===== src/adc_result_pkg.sv =====
// Package: register map, field layout and timing constants for result formatter
package adc_result_pkg;
  localparam int          ResultWidth  = 10;
  localparam int          RegWidth     = 8;
  localparam logic [11:0] OffResultHigh = 12'h000;
  localparam logic [11:0] OffResultLow  = 12'h004;
  localparam logic [11:0] OffControl    = 12'h008;
  localparam logic [11:0] OffStatus     = 12'h00C;
  localparam int          JustifyBit    = 0;
  localparam int          ChannelLsb    = 1;
  localparam int          ChannelWidth  = 5;
  localparam int          AcqBusyBit    = 0;
  localparam int          AcqTimeNs     = 5000;
  localparam int          ClockPeriodNs = 5;
  localparam int          AcqCycles     = AcqTimeNs / ClockPeriodNs;
  localparam logic [31:0] ControlReset  = 32'h0000_0000;
  localparam logic [7:0]  ResultReset   = 8'h00;

  typedef struct packed {
    logic        valid;
    logic [9:0]  value;
  } conv_result_t;

  typedef struct packed {
    logic [7:0] high;
    logic [7:0] low;
  } result_pair_t;
endpackage

===== src/adc_result_formatter.sv =====
// Result formatter: APB registers, justification and acquisition guard
`timescale 1ns/1ps
`default_nettype none
// Behaviour
// - Left format puts value bits 9:2 into the whole high register.
// - Left format puts value bits 1:0 into low register bits 7:6.
// - Left format leaves low register bits 5:0 reserved (zero).
// - Right format puts bits 9:8 in high bits 1:0, bits 7:2 reserved.
// - Right format puts value bits 7:0 into the whole low register.
// - Result registers are read-write and only power-on reset clears them.
module adc_result_formatter
  import adc_result_pkg::*;
(
  input  wire logic                      ref_clk,    // System clock
  input  wire logic                      rstn,       // Other resets, async low
  input  wire logic                      porRstn,    // Power-on/brown-out
  input  wire logic                      psel,       // APB select
  input  wire logic                      penable,    // APB enable
  input  wire logic                      pwrite,     // APB direction
  input  wire logic [11:0]               paddr,      // APB byte address
  input  wire logic [31:0]               pwdata,     // APB write data
  output logic                           pready,     // APB ready
  output logic [31:0]                    prdata,     // APB read data
  output logic                           pslverr,    // APB error
  input  wire adc_result_pkg::conv_result_t convIn,  // Engine result
  input  wire logic                      startReq,   // Conversion request
  output logic                           startGo,    // Granted start pulse
  output logic [4:0]                     channelSel  // Selected channel
);
  // Reset synchronisers; result registers only see the power-on one
  logic [1:0] rstSync_q;
  logic [1:0] porSync_q;
  logic       rstSyncN;
  logic       porSyncN;
  always_ff @(posedge ref_clk or negedge rstn) begin
    if (!rstn) rstSync_q <= 2'b00;
    else       rstSync_q <= {rstSync_q[0], 1'b1};
  end
  always_ff @(posedge ref_clk or negedge porRstn) begin
    if (!porRstn) porSync_q <= 2'b00;
    else          porSync_q <= {porSync_q[0], 1'b1};
  end
  assign rstSyncN = rstSync_q[1];
  assign porSyncN = porSync_q[1];

  // APB access strobes; single-cycle access phase
  logic access;
  logic wrAcc;
  assign access  = psel & penable;
  assign wrAcc   = access & pwrite;
  assign pready  = 1'b1;

  function automatic logic mapped(input logic [11:0] a);
    mapped = (a == OffResultHigh) || (a == OffResultLow) ||
             (a == OffControl) || (a == OffStatus);
  endfunction
  assign pslverr = access & ~mapped(paddr);

  // Control register: justify select and channel
  logic [31:0] control_q;
  always_ff @(posedge ref_clk or negedge rstSyncN) begin
    if (!rstSyncN) begin
      control_q <= ControlReset;
    end else if (wrAcc && paddr == OffControl) begin
      control_q <= {26'h000_0000, pwdata[5:0]};
    end
  end
  assign channelSel = control_q[ChannelLsb +: ChannelWidth];

  // Channel change restarts the acquisition counter
  logic        chanChange;
  logic [10:0] acqCnt_q;
  logic        acqBusy;
  assign chanChange = wrAcc && paddr == OffControl &&
                      pwdata[ChannelLsb +: ChannelWidth] != channelSel;
  always_ff @(posedge ref_clk or negedge rstSyncN) begin
    if (!rstSyncN) begin
      acqCnt_q <= 11'h000;
    end else if (chanChange) begin
      acqCnt_q <= 11'(AcqCycles);
    end else if (acqCnt_q != 11'h000) begin
      acqCnt_q <= acqCnt_q - 11'h001;
    end
  end
  assign acqBusy = acqCnt_q != 11'h000;
  // Starts are held off while acquiring; a refused request is dropped
  assign startGo = startReq & ~acqBusy & ~chanChange;

  // Formatting of the incoming conversion
  result_pair_t fmt;
  adc_result_layout u_layout (
    .justifySelect   (control_q[JustifyBit]),
    .conversionValue (convIn.value),
    .pair            (fmt)
  );

  // Result registers: engine update wins over a software write
  logic [7:0] resultHigh_q;
  logic [7:0] resultLow_q;
  always_ff @(posedge ref_clk or negedge porSyncN) begin
    if (!porSyncN) begin
      resultHigh_q <= ResultReset;
      resultLow_q  <= ResultReset;
    end else if (convIn.valid) begin
      resultHigh_q <= fmt.high;
      resultLow_q  <= fmt.low;
    end else if (wrAcc && paddr == OffResultHigh) begin
      resultHigh_q <= pwdata[7:0];
    end else if (wrAcc && paddr == OffResultLow) begin
      resultLow_q  <= pwdata[7:0];
    end
  end

  // Read word is taken into a flip-flop in the setup cycle, so the access
  // phase shows registered data with no wait state; limitation: a result
  // landing on that same edge only shows up on the next read
  logic [31:0] readMux;
  logic [31:0] readData_q;
  always_comb begin
    if (paddr == OffResultHigh) begin
      readMux = {24'h00_0000, resultHigh_q};
    end else if (paddr == OffResultLow) begin
      readMux = {24'h00_0000, resultLow_q};
    end else if (paddr == OffControl) begin
      readMux = control_q;
    end else if (paddr == OffStatus) begin
      readMux = {31'h0000_0000, acqBusy};
    end else begin
      readMux = 32'h0000_0000;
    end
  end
  always_ff @(posedge ref_clk or negedge rstSyncN) begin
    if (!rstSyncN) begin
      readData_q <= 32'h0000_0000;
    end else if (psel && !penable && !pwrite) begin
      readData_q <= readMux;
    end
  end
  assign prdata = readData_q;

  // Cycles since the last channel change, saturating; kept apart from the
  // down-counter so an off-by-one in either one trips the checks below
  logic [10:0] sinceChange_q;
  always_ff @(posedge ref_clk or negedge rstSyncN) begin
    if (!rstSyncN) begin
      sinceChange_q <= 11'h7FF;
    end else if (chanChange) begin
      sinceChange_q <= 11'h000;
    end else if (sinceChange_q != 11'h7FF) begin
      sinceChange_q <= sinceChange_q + 11'h001;
    end
  end

  // Checks; result checks only stop for the power-on reset, so the
  // other reset is shown to leave the results alone
  a_left_high: assert property (
    @(posedge ref_clk) disable iff (!porSyncN)
    convIn.valid && !control_q[JustifyBit] |=>
      resultHigh_q == $past(convIn.value[9:2]))
    else $error("left high byte wrong");
  a_left_low: assert property (
    @(posedge ref_clk) disable iff (!porSyncN)
    convIn.valid && !control_q[JustifyBit] |=>
      resultLow_q[7:6] == $past(convIn.value[1:0]))
    else $error("left low bits wrong");
  a_left_reserved: assert property (
    @(posedge ref_clk) disable iff (!porSyncN)
    convIn.valid && !control_q[JustifyBit] |=>
      resultLow_q[5:0] == 6'h00)
    else $error("left reserved not zero");
  a_right_high: assert property (
    @(posedge ref_clk) disable iff (!porSyncN)
    convIn.valid && control_q[JustifyBit] |=>
      resultHigh_q == {6'h00, $past(convIn.value[9:8])})
    else $error("right high byte wrong");
  a_right_low: assert property (
    @(posedge ref_clk) disable iff (!porSyncN)
    convIn.valid && control_q[JustifyBit] |=>
      resultLow_q == $past(convIn.value[7:0]))
    else $error("right low byte wrong");
  a_sw_write: assert property (
    @(posedge ref_clk) disable iff (!porSyncN)
    wrAcc && paddr == OffResultLow && !convIn.valid |=>
      resultLow_q == $past(pwdata[7:0]))
    else $error("low write lost");
  a_sw_write_high: assert property (
    @(posedge ref_clk) disable iff (!porSyncN)
    wrAcc && paddr == OffResultHigh && !convIn.valid |=>
      resultHigh_q == $past(pwdata[7:0]))
    else $error("high write lost");
  a_result_hold: assert property (
    @(posedge ref_clk) disable iff (!porSyncN)
    !convIn.valid &&
      !(wrAcc && (paddr == OffResultHigh || paddr == OffResultLow)) |=>
      $stable(resultHigh_q) && $stable(resultLow_q))
    else $error("result changed without cause");
  a_acq_guard: assert property (
    @(posedge ref_clk) disable iff (!rstSyncN)
    chanChange |=> !startGo [*8])
    else $error("start during acquisition");
  a_acq_end: assert property (
    @(posedge ref_clk) disable iff (!rstSyncN)
    sinceChange_q >= 11'(AcqCycles) |-> !acqBusy)
    else $error("acquisition never ends");
  a_acq_busy: assert property (
    @(posedge ref_clk) disable iff (!rstSyncN)
    sinceChange_q < 11'(AcqCycles) |-> acqBusy)
    else $error("acquisition cut short");
  a_acq_hold: assert property (
    @(posedge ref_clk) disable iff (!rstSyncN)
    startGo |-> sinceChange_q >= 11'(AcqCycles))
    else $error("start granted too early");
  a_chan_load: assert property (
    @(posedge ref_clk) disable iff (!rstSyncN)
    wrAcc && paddr == OffControl |=>
      channelSel == $past(pwdata[ChannelLsb +: ChannelWidth]))
    else $error("channel not loaded");
  a_pair_update: assert property (
    @(posedge ref_clk) disable iff (!porSyncN)
    convIn.valid |=> {resultHigh_q, resultLow_q} == $past(fmt))
    else $error("halves not updated together");
endmodule // adc_result_formatter
`default_nettype wire


===== src/adc_result_layout.sv =====
// Combinational placement of a conversion value into the two result bytes
`timescale 1ns/1ps
`default_nettype none
module adc_result_layout
  import adc_result_pkg::*;
(
  input  wire logic                  justifySelect, // 1 right, 0 left
  input  wire logic [9:0]            conversionValue, // Raw result
  output var adc_result_pkg::result_pair_t pair     // Formatted bytes
);
  // Reserved bits are filled with zero
  always_comb begin
    if (justifySelect) begin
      pair.high = {6'h00, conversionValue[9:8]};
      pair.low  = conversionValue[7:0];
    end else begin
      pair.high = conversionValue[9:2];
      pair.low  = {conversionValue[1:0], 6'h00};
    end
  end
endmodule // adc_result_layout
`default_nettype wire


===== config.mk =====
export PLATFORM = sky130hd
export DESIGN_NAME = adc_result_formatter
export DESIGN_NICKNAME = d
export VERILOG_FILES = /design/src/adc_result_pkg.sv /design/src/adc_result_formatter.sv /design/src/adc_result_layout.sv
export SDC_FILE = /design/constraint.sdc
export NUM_CORES = 1
export LEC_CHECK = 0
export BUFFER_PORTS_ARGS = -buffer_cell sky130_fd_sc_hd__buf_4
export CELL_PAD_IN_SITES_DETAIL_PLACEMENT = 1
export CELL_PAD_IN_SITES_GLOBAL_PLACEMENT = 2
export CORE_MARGIN = 1
export CORE_UTILIZATION = 31
export DETAILED_ROUTE_END_ITERATION = 7
export GPL_TIMING_DRIVEN = 0
export PLACE_DENSITY = 0.82
export REMOVE_ABC_BUFFERS = 1
export SYNTH_ARGS = -nofsm -noshare
export SYNTH_HDL_FRONTEND = slang
export SYNTH_HIERARCHICAL = 1
export SYNTH_SLANG_ARGS = --single-unit

===== constraint.sdc =====
create_clock -name ref_clk -period 3.9 [get_ports ref_clk]
set_input_delay 0.585 -clock ref_clk [delete_from_list [all_inputs] [get_ports ref_clk]]
set_output_delay 0.585 -clock ref_clk [all_outputs]
set_load 0.03 [all_outputs]

==> impl_results.md <==
- Status: finished, final reports clean
- Avg Inst Size Synth: approximately 10 sq um
- Leak: approximately 1.4 nW
- Cts repair resizes: 0
- Synthesized area: ~0.0027 sq mm
- Gpl congestion: around 0.71
- Main area contributors after synthesis: dfrtp_1, buf_4, mux2i_1
- Peak supply drop: about 150 uV
- Fin crit share: 0.7280
- Fmax: around 350 MHz
- Die ar.: roughly 0.009 sq mm
- Post-synth EDFFs: 0
- Initial DRC Count: 28
- Unrepaired setup endpoints after global routing: no
- Share of flip-flops with an asynchronous set or reset: 1.000
- Critical Setup Path Class: in -> out
- Max Root-Sink Buffers: 2
- Crit-path cells: buf_4 -> nor4_4 -> and3_2 -> nand3_1 -> and3_1 -> buf_4
- DRC Markers: 0
- IO Count: 102
- Worst-Skew Late Latency: 0.31 ns
- Ant diodes: 0
- Setup TNS: 0 ns
- Vias: between 1,500 and 2,000
- Crit-path max FO: 11
- Hold crit path type: in -> async
- Cell accounting for the most synthesized area: dfrtp_1
- List of most frequent post-synthesis cells: dfrtp_1, buf_4, nand2_1
- Fraction of layout cells with a size suffix above 1: 0.2623
- Num Clock Sinks: 45
- Crit path max-delay family: simple AND/OR/NAND/NOR gates
- Slowest stage delay, CP: ~0.38 ns
- Area growth syn-to-layout: 15.65%
- Critical path depth in cells: 6
- FILL cells: around 950
- Routed WL per cell: around 14 um
- Critical path arrival: 2.25 ns
- Final core occ: 0.3731
- H-tree depth: 2
- Largest net degree at the start of global routing: 33
- Final setup vio count: 0
- Hold-fix buffer count after cts: 0
- Kind of end point of the critical path: output pin
- Period minus WS final: about 2.8 ns
- Worst slew pin tran: ~1.1 ns
- Hold Fails Final Rpt: 0
- First-pass GRT wire length: approximately 10 mm
- Yosys reg bits: 45
- Post-Syn Instances: 263
- Post-DP HPWL: 4.521 mm
- Vias per inst: between 4 and 5
- Area share of the largest cell type after synthesis: 0.4206
- Tot GR Track Use: 0.1436
- Buffers on Ports: between 50 and 60
- Pwr/cell area: about 370 mW/mm^2
- Pins Over Slew Limit: 0
- Most common cell on crit path: buf_4
- CTS root buffer: clkbuf_8
- Post-synth cell types: 46
- Req. time, crit path: around 3.3 ns
- Clock transition at path regs: about 0.09 ns
- Total CTS buffers: 5
- Initial antenna violation count: 0
- Yosys warning count: 6
- Worst path bufs/invs: 2
- Sequential Area: 0.001126 sq mm
- Die X: around 95 um
- TritonCTS clock tree: done
- DRT antenna net count: 0
- Slew headroom: 0.2718
- Final WL: just under 6 mm
- GRT overflow: 0
- Total chip power: around 1.2 mW
- Core area: slightly above 0.008 sq mm
- FF-to-FF path depth: 7
- Slowest library cell on the worst path: and3_2
- Synth Flop Type: dfrtp_1
- Pre-antenna DRT Iters: 4
- Sequential-to-total area share from yosys stat: 0.4206
- NumNets Final: about 370
- Most frequent cell after synthesis: dfrtp_1
- Number of global-route vias before repair: ~2,000
- Crit start category: primary input
- Area of the multi-input gates: 0.001314 sq mm
- Starting Density: 0.3226
- Max cap viols: 0
- Final clock skew: 0.01580 ns
- Setup bufs post-CTS: 0
- Die H: ~95 um
- Rows: 33
[power by group]
part,internal (mW),switching [mW]
Sequential,0.515,0.0496
Combinational,0.0915,0.116
Clock,0.196,0.183
Total,0.802,0.349
[cell usage in the layout (no fill, tap or decap), types with 5 or more instances in the layout]
cell type,netlist,final
and2_1,8,8
dfrtp_1,45,45
o211ai_1,5,5
nand4_1,7,7
nor3_1,5,5
mux2i_1,18,18
xnor2_1,7,7
inv_1,5,5
o21ai_1,16,16
clkbuf_8,1,5
conb_1,2,27
buf_4,30,52
nor2_1,11,11
nor2b_1,9,9
mux2_2,6,6
nand2_1,28,28
nand3_1,8,8
[logic make-up after synthesis]
family	Yosys count	share of synthesized area
flip-flops	45	0.4206
buffers and inverters	48	0.1257
other	2	0.002805
multiplexers	28	0.1150
AND/OR/NAND/NOR	92	0.2019
adder cells (fa/ha/maj)	1	0.004672
XOR/XNOR	11	0.03598
AO/OA/AOI/OAI	36	0.09346
[worst paths after layout]
check                        startpoint         endpoint  slack [ns]
setup / recovery               paddr[5]          startGo        1.06
hold / removal                  porRstn     porSync_q[0]        0.04
setup reg to reg            acqCnt_q[0]        prdata[0]        1.96
hold reg to reg            porSync_q[1]  resultHigh_q[7]        0.28
max in group asynchronous  rstSync_q[1]      acqCnt_q[2]        2.78
min in group ref_clk       rstSync_q[0]     rstSync_q[1]        0.36
[metrics by stage]
| step | setup slack [ns] | std cells | area [sq um] | hold WS [ns] |
|---|---|---|---|---|
| global route | 0.9138 | 410 | 3097 | 0.02176 |
| CTS | 0.9918 | 410 | 3092 | 0.02510 |
| global placement | 1.038 | 402 | 2975 | 0.2908 |
| floorplan | 1.525 | 245 | 2454 | 0.1998 |
| detailed placement | 0.9966 | 402 | 2975 | 0.3036 |
| finish | 1.061 | 410 | 3097 | 0.03512 |
[registers in the layout, indices dropped and copies added (netlist names)]
name,cells
prdata,8
acqCnt_q,11
control_q,6
resultHigh_q,8
rstSync_q,2
resultLow_q,8
porSync_q,2
[per-layer routing]
metal,GRT usage,up-vias,share of wire
li1,-,938,-
met1,0.1750,954,0.44
met2,0.2524,44,0.51
met3,0.02657,6,0.032
met4,0.04924,0,0.013
met5,0,-,0
[layout make-up]
class	count	area share
Clock inverter	3	0.01535
Tap cell	105	0.04242
Multi-Input combinational cell	195	0.4242
Sequential cell	45	0.3636
Timing Repair Buffer	52	0.1261
Clock buffer	5	0.02222
Inverter	5	0.006061
(Power assumes the default switching activity.)
